### config.mk
export PLATFORM = sky130hd
export DESIGN_NAME = lshf_filter
export DESIGN_NICKNAME = d
export VERILOG_FILES = /design/src/lshf_pkg.sv /design/src/lshf_filter.sv
export SDC_FILE = /design/constraint.sdc
export NUM_CORES = 1
export LEC_CHECK = 0
export ABC_AREA = 1
export BUFFER_PORTS_ARGS = -buffer_cell sky130_fd_sc_hd__buf_2
export CAP_MARGIN = 20
export CORE_ASPECT_RATIO = 0.5
export CORE_UTILIZATION = 25
export CTS_BUF_LIST = sky130_fd_sc_hd__clkbuf_8
export DETAILED_ROUTE_END_ITERATION = 6
export SLEW_MARGIN = 15
export SYNTH_ARGS = -nofsm -noshare
export SYNTH_HDL_FRONTEND = slang
export SYNTH_SLANG_ARGS = --single-unit
### constraint.sdc
create_clock -name clk_sys -period 2.7 [get_ports clk_sys]
set_input_delay 0.27 -clock clk_sys [delete_from_list [all_inputs] [get_ports clk_sys]]
set_output_delay 0.27 -clock clk_sys [all_outputs]
set_load 0.005 [all_outputs]
### src/lshf_pkg.sv
package lshf_pkg;
  // ==========================================================
  // delay defaults, in milliseconds
  localparam int unsigned UP_DELAY_DEF_MS = 200;
  localparam int unsigned DOWN_DELAY_DEF_MS = 0;
  // ==========================================================
  // tick timing: one millisecond tick at the system clock rate
  localparam int unsigned CLK_HZ = 10_000_000;
  localparam int unsigned TICK_MS = 1;
  localparam int unsigned TICK_CYCLES = CLK_HZ / 1000 * TICK_MS;
  // ==========================================================
  // delay register width and reset values
  localparam int unsigned DELAY_W = 16;
  localparam logic [15:0] UP_DELAY_RST = 16'h00C8;
  localparam logic [15:0] DOWN_DELAY_RST = 16'h0000;
  // ==========================================================
  // filter states
  typedef enum logic [1:0] {
    LSHF_STABLE,
    LSHF_HOLD_UP,
    LSHF_HOLD_DOWN
  } lshf_state_e;
endpackage

### src/lshf_filter.sv
`timescale 1ns/10ps
`default_nettype none
// Summary of operation
// - raw link rising starts the up hold-off timer with the up delay, or reports up at once when that is zero
// - raw link falling starts the down hold-off timer with the down delay
// - reported state holds its value while a hold-off timer runs, unless signal absence is seen
// - unconfigured delays: up 200 ms, down 0 ms
// - zero down delay passes a falling link on immediately
// - each configuration write replaces both delays; absent ones take default
// - up delay, down delay or both may be configured, in milliseconds
// - signal absence indication bypasses the hold-off entirely
module lshf_filter
  import lshf_pkg::*;
#(
  parameter int unsigned TICK_CYC = TICK_CYCLES
) (
  // clock and reset
  input wire logic clk_sys,
  input wire logic rst,
  // raw link detector pins
  input wire logic link_raw,
  input wire logic signal_absence_indication,
  // configuration write
  input wire logic cfg_wr,
  input wire logic cfg_up_valid,
  input wire logic [DELAY_W-1:0] cfg_up_ms,
  input wire logic cfg_down_valid,
  input wire logic [DELAY_W-1:0] cfg_down_ms,
  // higher-layer notification
  output logic link_state,
  output logic link_notify,
  output logic [DELAY_W-1:0] up_delay,
  output logic [DELAY_W-1:0] down_delay
);
  // ==========================================================
  // elaboration checks
  if (TICK_CYC < 1) begin : g_chk
    $error("tick period must be at least one cycle");
  end

  // ==========================================================
  // pin synchronisers
  logic [1:0] link_sync_q, link_sync_d;
  logic [1:0] sai_sync_q, sai_sync_d;
  logic link_s, sai_s;

  always_comb begin
    link_sync_d = {link_sync_q[0], link_raw};
    sai_sync_d = {sai_sync_q[0], signal_absence_indication};
  end

  always_ff @(posedge clk_sys) begin
    if (rst) begin
      link_sync_q <= 2'h0;
      sai_sync_q <= 2'h0;
    end else begin
      link_sync_q <= link_sync_d;
      sai_sync_q <= sai_sync_d;
    end
  end

  assign link_s = link_sync_q[1];
  assign sai_s = sai_sync_q[1];

  // ==========================================================
  // configuration
  logic [DELAY_W-1:0] up_q, up_d, down_q, down_d;

  always_comb begin
    up_d = up_q;
    down_d = down_q;
    if (cfg_wr) begin
      // both always rewritten, so stale values cannot linger
      up_d = cfg_up_valid ? cfg_up_ms : UP_DELAY_RST;
      down_d = cfg_down_valid ? cfg_down_ms : DOWN_DELAY_RST;
    end
  end

  always_ff @(posedge clk_sys) begin
    if (rst) begin
      up_q <= UP_DELAY_RST;
      down_q <= DOWN_DELAY_RST;
    end else begin
      up_q <= up_d;
      down_q <= down_d;
    end
  end

  assign up_delay = up_q;
  assign down_delay = down_q;

  // ==========================================================
  // millisecond tick
  logic [31:0] tick_cnt_q, tick_cnt_d;
  logic tick;

  assign tick = (tick_cnt_q == 32'(TICK_CYC - 1));

  always_comb begin
    tick_cnt_d = tick ? 32'h0 : tick_cnt_q + 32'h1;
  end

  always_ff @(posedge clk_sys) begin
    if (rst) begin
      tick_cnt_q <= 32'h0;
    end else begin
      tick_cnt_q <= tick_cnt_d;
    end
  end

  // ==========================================================
  // hold-off state machine
  lshf_state_e st_q, st_d;
  logic [DELAY_W-1:0] ms_q, ms_d;
  logic rep_q, rep_d;
  logic ntf_q, ntf_d;
  logic link_eff;

  // absence is reported by its own path, never delayed
  assign link_eff = link_s & ~sai_s;

  always_comb begin
    st_d = st_q;
    ms_d = ms_q;
    rep_d = rep_q;
    ntf_d = 1'b0;
    case (st_q)
      LSHF_STABLE: begin
        if (sai_s && rep_q) begin
          rep_d = 1'b0;
          ntf_d = 1'b1;
        end else if (link_eff && !rep_q) begin
          if (up_q == '0) begin
            rep_d = 1'b1;
            ntf_d = 1'b1;
          end else begin
            st_d = LSHF_HOLD_UP;
            ms_d = up_q;
          end
        end else if (!link_eff && rep_q) begin
          if (down_q == '0) begin
            rep_d = 1'b0;
            ntf_d = 1'b1;
          end else begin
            st_d = LSHF_HOLD_DOWN;
            ms_d = down_q;
          end
        end
      end
      LSHF_HOLD_UP, LSHF_HOLD_DOWN: begin
        // the reported value changes here only on absence or when the count expires
        if (sai_s) begin
          st_d = LSHF_STABLE;
          rep_d = 1'b0;
          ntf_d = rep_q;
        end else if (link_eff == rep_q) begin
          st_d = LSHF_STABLE;
        end else if (tick) begin
          if (ms_q == 16'h0001) begin
            st_d = LSHF_STABLE;
            rep_d = ~rep_q;
            ntf_d = 1'b1;
          end
          ms_d = ms_q - 16'h0001;
        end
      end
      default: begin
        st_d = LSHF_STABLE;
      end
    endcase
  end

  always_ff @(posedge clk_sys) begin
    if (rst) begin
      st_q <= LSHF_STABLE;
      ms_q <= 16'h0000;
      rep_q <= 1'b0;
      ntf_q <= 1'b0;
    end else begin
      st_q <= st_d;
      ms_q <= ms_d;
      rep_q <= rep_d;
      ntf_q <= ntf_d;
    end
  end

  assign link_state = rep_q;
  assign link_notify = ntf_q;

  // ==========================================================
  // checks
  property p_hold_stable;
    @(posedge clk_sys) disable iff (rst)
    (st_q != LSHF_STABLE && !sai_s && st_d != LSHF_STABLE)
      |=> $stable(link_state);
  endproperty
  a_hold_stable: assert property (p_hold_stable)
    else $error("reported state moved while hold-off ran");

  property p_up_start;
    @(posedge clk_sys) disable iff (rst)
    (st_q == LSHF_STABLE && link_eff && !rep_q && up_q != '0)
      |=> (st_q == LSHF_HOLD_UP && ms_q == $past(up_q));
  endproperty
  a_up_start: assert property (p_up_start)
    else $error("up hold-off did not start");

  // absence takes the direct path, so it is kept out of the hold entry
  property p_down_start;
    @(posedge clk_sys) disable iff (rst)
    (st_q == LSHF_STABLE && !sai_s && !link_eff && rep_q && down_q != '0)
      |=> (st_q == LSHF_HOLD_DOWN && ms_q == $past(down_q));
  endproperty
  a_down_start: assert property (p_down_start)
    else $error("down hold-off did not start");

  property p_down_now;
    @(posedge clk_sys) disable iff (rst)
    (st_q == LSHF_STABLE && !link_eff && rep_q && down_q == '0)
      |=> (!link_state && link_notify);
  endproperty
  a_down_now: assert property (p_down_now)
    else $error("zero down delay not immediate");

  property p_cfg_default;
    @(posedge clk_sys) disable iff (rst)
    (cfg_wr && !cfg_down_valid) |=> (down_delay == DOWN_DELAY_RST);
  endproperty
  a_cfg_default: assert property (p_cfg_default)
    else $error("omitted down delay kept old value");

  property p_cfg_up;
    @(posedge clk_sys) disable iff (rst)
    (cfg_wr && cfg_up_valid) |=> (up_delay == $past(cfg_up_ms));
  endproperty
  a_cfg_up: assert property (p_cfg_up)
    else $error("up delay not taken");

  // one edge after absence is seen the reported state is already low
  property p_absence;
    @(posedge clk_sys) disable iff (rst)
    sai_s |=> !link_state;
  endproperty
  a_absence: assert property (p_absence)
    else $error("signal absence not reported at once");

  property p_cancel;
    @(posedge clk_sys) disable iff (rst)
    (st_q != LSHF_STABLE && !sai_s && link_eff == rep_q)
      |=> (st_q == LSHF_STABLE && !link_notify && $stable(link_state));
  endproperty
  a_cancel: assert property (p_cancel)
    else $error("cancelled hold-off notified");

  property p_notify_change;
    @(posedge clk_sys) disable iff (rst)
    link_notify |-> (link_state != $past(link_state));
  endproperty
  a_notify_change: assert property (p_notify_change)
    else $error("notification without state change");

  property p_reset_default;
    @(posedge clk_sys)
    rst |=> (up_delay == UP_DELAY_RST && down_delay == DOWN_DELAY_RST);
  endproperty
  a_reset_default: assert property (p_reset_default)
    else $error("reset delays wrong");
endmodule // lshf_filter
`default_nettype wire

==> impl_metrics.tcl, run 1 <==
set metrics [dict create \
    hold_class "in -> reg" \
    dr_total_vias 4970 \
    combPwrFrac 0.378 \
    end_kind "flop" \
    setup_viol 0 \
    max_freq_ghz 0.488 \
    crit_type "reg -> reg" \
    cts_hold_buffers 0 \
    crit_top_cell "inv_1" \
    synth_top_area_share 0.356 \
    clk_root_buffer_cell "clkbuf_8" \
    synth_area_leader_cell "dfxtp_1" \
    grt_overflow 0 \
    tightest_slew_ns 0.851 \
    place_ws_ns 0.638 \
    synth.avg_cell_area_um2 6.38 \
    placementRows 35 \
    period_needed_ns 2.05 \
    critPathLaunch "tick_cnt_q[0]" \
    whs_ns 0.102 \
    path_cells "ha_1 > nand3_2 > nor4_1 > nand2_1 > nand2_2 > inv_1 > nand3_1 > inv_1" \
    seq_power_share 0.390 \
    clk_latency_ns 0.37 \
    wire_per_inst_um 11.7 \
    switchingPower_w 0.00156 \
    cp_num_buf_inv 2 \
    avgViaCountPerCell 4.52 \
    p_leak_nw 2.57 \
    p_clk_frac 0.233 \
    synth_nets 821 \
    maxSlewViolCount 0 \
    pin_count 73 \
    cts_tree "yes" \
    numCtsBuffers 9 \
    swShare 0.406 \
    fp.dieW_um 201 \
    routed_wl_mm 12.9 \
    fin_nets 882 \
    rrSetupSlack_ns 0.65 \
    grt_first_pass_wirelength_mm 21.9 \
    cts.clk_slew.worst_paths_ns 0.09 \
    cts_setup_buffers 0 \
    period_share 0.758 \
    min_from "link_raw" \
    cp.required_ns 2.97 \
    yosysUniqueCellTypes 32 \
    grt_usage 0.131 \
    start_util 0.262 \
    grt_pass1_vias 4586 \
    antenna_found_initial 0 \
    ys_seq_area_frac 0.356 \
    status "finished, final reports clean" \
    arrival_ns 2.31 \
    core_area_um2 18900 \
    ir_drop_v 0.000325 \
    setup_slack_ns 0.652 \
    setup_tns_ns 0 \
    die_h_um 101 \
    power-per-cell-area_nw_per_um2 670 \
    hold_viol 0 \
    cp-start-kind "flop" \
    synthCells 775 \
    cp_num_cells 8 \
    slew_headroom 0.432 \
    clockBufferDepth 2 \
    holdPathStages 3 \
    slowest_delay_ns 0.38 \
    synth_most_common_cell "nand2_1" \
    portBuffers 72 \
    rsz0062_at_grt "false" \
    crit_fanout 19 \
    cts-resized-gates 0 \
    drt_iter0_drc 346 \
    cts_sinks 88 \
    synth_warnings 0 \
    clock_skew_ns 0.0150 \
    synthArstFlopShare 0 \
    drive_gt1_frac 0.140 \
    syn2layout_area_growth_pct 16.0 \
    dieArea_um2 20400 \
    synthFlopType "dfxtp_1" \
    syn_area_um2 4950 \
    maxCapViolCount 0 \
    grt_max_degree 35 \
    critical-path-top-delay-family "simple AND/OR/NAND/NOR gates" \
    drc 0 \
    synthTopCellsByArea "dfxtp_1 (36%), nand2_1 (14%), nor2_1 (8.7%)" \
    synth_edf_count 0 \
    diodes 0 \
    drt_pass1_iterations 5 \
    reg2reg_depth 8 \
    dpl.hpwl_mm 9.79 \
    ant_nets 0 \
    gp_congestion 0.863 \
    htreeDepth 3 \
    postLayoutCoreUtil 0.304 \
    synth.top_cells.by_count "nand2_1 (184), nor2_1 (115), inv_1 (103)" \
    power.internal_w 0.00228 \
    timing.rr.start "tick_cnt_q[0]" \
    crit_slowest_cell "dfxtp_1" \
    ys_ff_latch 88 \
]
==> area by class of cell <==
type,count,area (µm²)
multi-input cells,553,2660
well taps,259,324
flip-flops and latches,88,1760
clock inverters,6,50.0
fillers,2093,13100
clock buffers,10,138
inverters,106,398
repair buffers,78,405
==> per-stage QoR <==
stage	std cells	instance area, µm²	total power (W)
3_5_place_dp	1084	5550	0.00297
5_1_grt	1100	5740	0.00416
6_report	1100	5740	0.00384
3_3_place_gp	1084	5550	0.00293
4_1_cts	1100	5740	0.00387
2_1_floorplan	775	4950	0.00267
==> path summary, 6_finish.rpt <==
path,to
max,tick_cnt_q[23]
min,link_sync_q[0]
max reg2reg,tick_cnt_q[23]
min reg2reg,sai_sync_q[1]
==> worst min-delay path, delay by kind of cell <==
kind                   cells  cell delay, ns
and+or+nand+nor            1            0.03
buffers and inverters      2            0.14
==> kinds of logic (layout without fill, tap and decap cells) <==
family | after synthesis | in the layout | share of synthesized area
AND/OR/NAND/NOR | 416 | 416 | 0.367
buffers and inverters | 134 | 200 | 0.106
AO/OA/AOI/OAI | 105 | 105 | 0.109
flip-flops | 88 | 88 | 0.356
XOR/XNOR | 25 | 25 | 0.0443
adder cells (fa/ha/maj) | 7 | 7 | 0.0177
==> per-layer routing <==
layer  vias to the layer above  wire [µm]  global-route usage
met3                        12        491              0.0235
met2                       105       5880               0.228
li1                       2583          -                   -
met1                      2270       6320               0.166
met5                         -          0                   0
met4                         0        174              0.0382
==> power groups by stage <==
stage,combinational [W],sequential [W],clock [W]
3_3_place_gp,0.00141,0.00152,0
5_1_grt,0.00167,0.00151,0.000978
2_1_floorplan,0.00117,0.00150,0
4_1_cts,0.00145,0.00150,0.000921
3_5_place_dp,0.00144,0.00153,0
6_report,0.00145,0.00150,0.000894
==> sequential cells by signal (all words and copies together) (netlist names) <==
name and cells:
tick_cnt_q 32, down_delay 16, ms_q 16, up_delay 16, link_sync_q 2, sai_sync_q 2, st_q 2, link_notify 1
link_state 1
==> layout by cell type, fill, tap and decap left out, types with 2 or more instances in the layout <==
cell type and n:
inv_1 103, buf_4 6, buf_2 72, o22ai_1 5, o21ai_0 36, nor2_1 115, nor2_2 3, nor3_2 3
a21oi_1 61, ha_1 7, inv_2 3, clkbuf_8 10, nand3_2 4, nor3_1 13, dfxtp_1 88, nand2_2 5
nand4_1 12, nand3_1 65, xor2_1 16, nor4_1 5, nand2_4 2, nor2_4 2, inv_6 3, xnor2_1 9
nand2_1 184
Power figures use the tool's default switching activity.
==> run 2: changes to the inputs <==
--- a/config.mk
+++ b/config.mk
@@ -5,7 +5,7 @@
 export SDC_FILE = /design/constraint.sdc
 export NUM_CORES = 1
 export LEC_CHECK = 0
-export ABC_AREA = 1
+export ABC_AREA = 0
 export BUFFER_PORTS_ARGS = -buffer_cell sky130_fd_sc_hd__buf_2
 export CAP_MARGIN = 20
 export CORE_ASPECT_RATIO = 0.5
==> constraint.sdc (replaced) <==
create_clock -name clk_sys -period 2 [get_ports clk_sys]
set_input_delay 0.2 -clock clk_sys [delete_from_list [all_inputs] [get_ports clk_sys]]
set_output_delay 0.2 -clock clk_sys [all_outputs]
set_load 0.005 [all_outputs]
==> run 2 against run 1 <==
Against the previous run:
- the run now ends with setup timing left
- final cell count fell by 19%
- critical endpoint is now ms_q[6]
- highest routed layer unchanged
- critical path type unchanged
- via count is 17% lower
- combinational power rose by 28%
- area after synthesis is 13% lower
- clock power grew 61%
==> impl_metrics.tcl, run 2 <==
set metrics [dict create \
    status "finished, violations left" \
    violations "setup timing" \
    numCtsBuffers 9 \
    pin_count 73 \
    top_layer "met4" \
    drive_gt1_frac 0.317 \
    synthTopCellsByArea "dfxtp_1 (41%), nor2_1 (6.9%), nor2b_1 (6.7%)" \
    critPathLaunch "st_q[0]" \
    tightest_slew_ns 0.548 \
    fp.dieW_um 188 \
    yosysUniqueCellTypes 51 \
    cts_hold_buffers 0 \
    diodes 0 \
    maxSlewViolCount 0 \
    syn2layout_area_growth_pct 36.9 \
    wire_per_inst_um 13.3 \
    synthCells 522 \
    end_kind "flop" \
    die_h_um 94.8 \
    regMostFlops "tick_cnt_q" \
    cts_sinks 88 \
    min_from "cfg_up_ms[1]" \
    rrSetupSlack_ns -0.03 \
    synth_nets 568 \
    grt_usage 0.136 \
    synth_warnings 0 \
    clk_latency_ns 0.38 \
    met2WireLength_mm 5.17 \
    drt-met1-wl_mm 6.03 \
    setup_slack_ns -0.0317 \
    max_freq_ghz 0.492 \
    antenna_found_initial 0 \
    grt_pass1_vias 3829 \
    synthFlopType "dfxtp_1" \
    synth.avg_cell_area_um2 8.25 \
    dr_total_vias 4141 \
    power-per-cell-area_nw_per_um2 892 \
    synth.top_cells.by_count "dfxtp_1 (88), nor2_1 (79), a21oi_1 (53)" \
    path_cells "inv_1 > ha_1 > nand2b_1 > nand2b_4 > nor4_4 > o21ai_2 > buf_12 > or3_1 > a21oi_1" \
    period_needed_ns 2.03 \
    portBuffers 72 \
    timing.rr.start "st_q[0]" \
    drc 0 \
    cp.required_ns 2.30 \
    final_common_cell "dfxtp_1" \
    ir_drop_v 0.000476 \
    fin_nets 704 \
    clk_root_buffer_cell "clkbuf_8" \
    place_ws_ns -0.123 \
    gp_congestion 0.799 \
    multi_input_area_um2 2570 \
    grt_first_pass_wirelength_mm 19.0 \
    reg2reg_to "ms_q[6]" \
    hold_class "in -> reg" \
    wl_met3_um 496 \
    ant_nets 0 \
    crit_slowest_cell "or3_1" \
    reg2reg_depth 9 \
    ys_seq_area_frac 0.409 \
    synth_top_area_share 0.409 \
    avgViaCountPerCell 4.65 \
    rsz0062_at_grt "true" \
    n_fill_cell 1739 \
    ys_ff_latch 88 \
    clock_skew_ns 0.0124 \
    clockBufferDepth 2 \
    slew_headroom 0.635 \
    setup_viol 3 \
    routed_wl_mm 11.8 \
    synth_area_leader_cell "dfxtp_1" \
    maxCapViolCount 0 \
    layout_common_cells "dfxtp_1 (83), nor2_1 (79), buf_4 (79), buf_2 (72), a21oi_1 (50)" \
    drt_iter0_drc 219 \
    min_to "up_delay[1]" \
    cts_tree "yes" \
    seq_area_um2 1770 \
    grt_max_degree 50 \
    finish.instance_area_um2 5890 \
    synth_most_common_cell "dfxtp_1" \
    htreeDepth 3 \
    largest_reg_flops 32 \
    p_leak_nw 2.44 \
    slowest_delay_ns 0.36 \
    cp-start-kind "flop" \
    crit_fanout 22 \
    syn_area_um2 4300 \
    placed_area_um2 5470 \
    drt_pass1_iterations 4 \
    crit_type "reg -> reg" \
    period_share 1.02 \
    start_util 0.259 \
    arrival_ns 2.34 \
    synthArstFlopShare 0 \
    holdPathStages 3 \
    grt_overflow 0 \
    cts.clk_slew.worst_paths_ns 0.10 \
    dieArea_um2 17800 \
    dpl.hpwl_mm 8.60 \
    placementRows 33 \
    hold_viol 0 \
    synth_edf_count 0 \
    core_area_um2 16600 \
]
## run 2: cell count changes in the layout (fill, tap and decap cells not counted), sizes merged, moves of 7 or more
| cell | previous run | this run |
|---|---|---|
| nor3 | 17 | 7 |
| nor2 | 120 | 79 |
| nor2b | 0 | 46 |
| and3 | 0 | 8 |
| a211oi | 0 | 8 |
| mux2i | 0 | 9 |
| a21oi | 61 | 54 |
| nand3 | 69 | 13 |
| nor4 | 5 | 15 |
| inv | 110 | 14 |
| buf | 78 | 154 |
| o21ai | 37 | 15 |
| nand2 | 191 | 29 |
## run 2: kinds of logic after synthesis
group	Yosys count	share of synthesized area
AO/OA/AOI/OAI	111	0.159
XOR/XNOR	28	0.0570
adder cells (fa/ha/maj)	7	0.0203
flip-flops	88	0.409
multiplexers	9	0.0209
AND/OR/NAND/NOR	241	0.299
buffers and inverters	38	0.0343
## run 2: worst max-delay path, delay by kind of cell (launching register included)
family | cells | cell delay, ns
and+or+nand+nor | 4 | 0.87
AOI/OAI and AO/OA | 2 | 0.23
DFF | 1 | 0.34
buffers and inverters | 2 | 0.20
adders and majority gates | 1 | 0.30
## run 2: worst max-delay path by stage
stage                        endpoint
after floorplan               ms_q[1]
after global placement    link_notify
after detailed placement   link_state
after CTS                     ms_q[0]
after global routing          ms_q[0]
final                         ms_q[6]
## run 2: what timing repair did
action                     4_1_cts  5_1_grt
setup endpoints to repair       15       20
pin swaps                        7       14
resized for setup               14       28
setup buffers                    0        2
## run 2: cell type report
class,count,area share
Sequential cell,88,0.300
Clock buffer,9,0.0210
Multi-Input combinational cell,396,0.437
Inverter,9,0.00573
Tap cell,227,0.0482
Timing Repair Buffer,154,0.170
Clock inverter,7,0.0180
## run 2: power by group
part | total [W] | switching [W] | leakage (nW) | internal [W]
clock | 0.00144 | 0.000713 | 0.117 | 0.000730
combinational | 0.00186 | 0.00104 | 1.61 | 0.000822
sequential | 0.00196 | 0.0000941 | 0.717 | 0.00186
total | 0.00526 | 0.00184 | 2.44 | 0.00342
## run 2: per-layer routing
metal	vias to the layer above	global-route usage
li1	2107	-
met2	77	0.206
met5	-	0
met4	0	0.0359
met3	8	0.0398
met1	1949	0.186
## run 2: per-stage QoR
step | util | TNS, ns | std cells | hold WS (ns) | power, W
4_1_cts | 0.348 | -0.101 | 888 | 0.0268 | 0.00520
2_1_floorplan | - | 0 | 522 | 0.328 | 0.00309
5_1_grt | 0.355 | -1.07 | 890 | 0.0323 | 0.00560
6_report | 0.355 | -0.0647 | 890 | 0.0410 | 0.00526
3_3_place_gp | 0.330 | -0.530 | 872 | 0.429 | 0.00371
3_5_place_dp | 0.330 | -0.696 | 872 | 0.433 | 0.00372
==> run 3: changes to the inputs <==
==> constraint.sdc (replaced) <==
create_clock -name clk_sys -period 1.77 [get_ports clk_sys]
set_input_delay 0.177 -clock clk_sys [delete_from_list [all_inputs] [get_ports clk_sys]]
set_output_delay 0.177 -clock clk_sys [all_outputs]
set_load 0.005 [all_outputs]
==> run 3 against run 2 <==
Against the previous run:
- the flow still finishes with violations (setup timing)
- largest cell class unchanged
- sequential power is 12% higher
- die area stayed put
- fmax is 0.91% higher
- design area is 11% higher
==> impl_metrics.tcl, run 3 (synthesized netlist as in run 2, its figures left out) <==
set metrics [dict create \
    p_leak_nw 2.74 \
    numCtsBuffers 9 \
    violations "setup timing" \
    htreeDepth 3 \
    dp.cells 908 \
    pin_count 73 \
    instances_no_fill 940 \
    drt_iter0_drc 203 \
    cp.required_ns 2.07 \
    fin_nets 756 \
    gp_congestion 0.776 \
    clk_root_buffer_cell "clkbuf_8" \
    slowest_delay_ns 0.34 \
    hold_class "in -> reg" \
    avgViaCountPerCell 4.66 \
    crit_top_cell "nor4_4" \
    cts.clk_slew.worst_paths_ns 0.09 \
    maxCapViolCount 0 \
    max_freq_ghz 0.497 \
    dieArea_um2 17800 \
    grt_usage 0.145 \
    setup_slack_ns -0.243 \
    period_share 1.14 \
    clockBufferDepth 2 \
    die_h_um 94.8 \
    final_common_cell "buf_4" \
    layout_common_cells "buf_4 (115), nor2_1 (78), buf_2 (72), dfxtp_1 (67), a21oi_1 (46)" \
    start_util 0.259 \
    cts_sinks 88 \
    largest_reg_flops 32 \
    cts_tree "yes" \
    path_cells "nor4_4 > nand4_4 > nor4_4 > buf_4 > o21ai_4 > buf_6 > a211o_1 > a21oi_1" \
    whs_ns 0.0239 \
    routed_wl_mm 12.6 \
    end_kind "flop" \
    clock_skew_ns 0.0173 \
    power-per-cell-area_nw_per_um2 992 \
    tightest_slew_ns 0.604 \
    slew_headroom 0.597 \
    placementRows 33 \
    reg2reg_depth 8 \
    grt_first_pass_wirelength_mm 20.5 \
    drc 0 \
    drive_gt1_frac 0.425 \
    antenna_found_initial 0 \
    ant_nets 0 \
    reg2reg_to "ms_q[4]" \
    arrival_ns 2.32 \
    holdPathStages 2 \
    crit_fanout 5 \
    clk_latency_ns 0.37 \
    syn2layout_area_growth_pct 52.3 \
    portBuffers 72 \
    grt_pass1_vias 4167 \
    hold_viol 0 \
    core_area_um2 16600 \
    rsz0062_at_grt "true" \
    wire_per_inst_um 13.4 \
    grt_overflow 0 \
    setup_viol 20 \
    diodes 0 \
    grt_max_degree 50 \
    crit_slowest_cell "dfxtp_2" \
    timing.rr.start "tick_cnt_q[16]" \
    fp.dieW_um 188 \
    ir_drop_v 0.000628 \
    dpl.hpwl_mm 8.69 \
    min_to "link_sync_q[0]" \
    drt_pass1_iterations 4 \
    dr_total_vias 4382 \
    n_fill_cell 1650 \
    crit_type "reg -> reg" \
    period_needed_ns 2.01 \
    min_from "link_raw" \
    rrSetupSlack_ns -0.24 \
    maxSlewViolCount 0 \
    cp-start-kind "flop" \
    regMostFlops "tick_cnt_q" \
    status "finished, violations left" \
]
[run 3: cell types whose count changed in the layout (fill, tap and decap cells not counted), sizes merged]
| cell | previous run | this run |
|---|---|---|
| clkinv | 0 | 1 |
| dlygate4sd3 | 0 | 1 |
| inv | 14 | 10 |
| clkinvlp | 0 | 1 |
| buf | 154 | 202 |
| o21ai | 15 | 18 |
[run 3: repair_timing]
action | in CTS | in global routing
setup endpoints to repair | 52 | 36
pin swaps | 34 | 19
hold endpoints to repair | 1 | 0
gates cloned | 3 | 0
setup buffers | 10 | 4
resized for setup | 66 | 39
hold buffers | 1 | 0
[run 3: per-layer routing]
| metal | wire length (µm) | vias to the layer above | global-route usage |
|---|---|---|---|
| li1 | - | 2214 | - |
| met1 | 6090 | 2061 | 0.191 |
| met2 | 5800 | 89 | 0.231 |
| met3 | 495 | 18 | 0.0372 |
| met4 | 246 | 0 | 0.0481 |
| met5 | 0 | - | 0 |
[run 3: how the worst max path moves through the flow]
stage | start | depth (start not counted) | slack, ns | endpoint
after floorplan | tick_cnt_q[24] | 6 | -0.07 | st_q[1]
after global placement | tick_cnt_q[22] | 7 | -0.32 | ms_q[4]
after detailed placement | down_delay[10] | 8 | -0.35 | link_state
after CTS | down_delay[13] | 8 | -0.21 | link_state
after global routing | link_sync_q[1] | 10 | -0.32 | ms_q[10]
final | tick_cnt_q[16] | 8 | -0.24 | ms_q[4]
[run 3: cell type report]
class	instances	area, µm²	area share
clock buffer	9	124	0.0189
tap	227	284	0.0433
timing repair buffer	203	1410	0.215
inverter	9	38.8	0.00592
multi-input combinational	399	2830	0.431
sequential	88	1790	0.273
clock inverter	5	81.3	0.0124
[run 3: stage by stage]
step	area, µm²	util	power [W]	setup slack [ns]	setup TNS [ns]
2_1_floorplan	4370	-	0.00358	-0.0719	-0.451
3_3_place_gp	5790	0.349	0.00439	-0.323	-4.86
3_5_place_dp	5790	0.349	0.00442	-0.354	-5.57
4_1_cts	6390	0.385	0.00634	-0.213	-2.98
5_1_grt	6560	0.395	0.00688	-0.320	-5.08
6_report	6560	0.395	0.00651	-0.243	-3.39
[run 3: power breakdown]
group          switching, W  internal [W]  total (W)
combinational       0.00151       0.00128    0.00279
sequential        0.0000878       0.00211    0.00220
clock              0.000732      0.000782    0.00151
total               0.00233       0.00418    0.00651
[run 3: critical path: cells and delay by family, from the launching register on]
kind / cells / cell delay (ns)
AO/OA/AOI/OAI: 3 / 0.45
buffers and inverters: 2 / 0.36
flip-flops: 1 / 0.34
AND/OR/NAND/NOR: 3 / 0.80
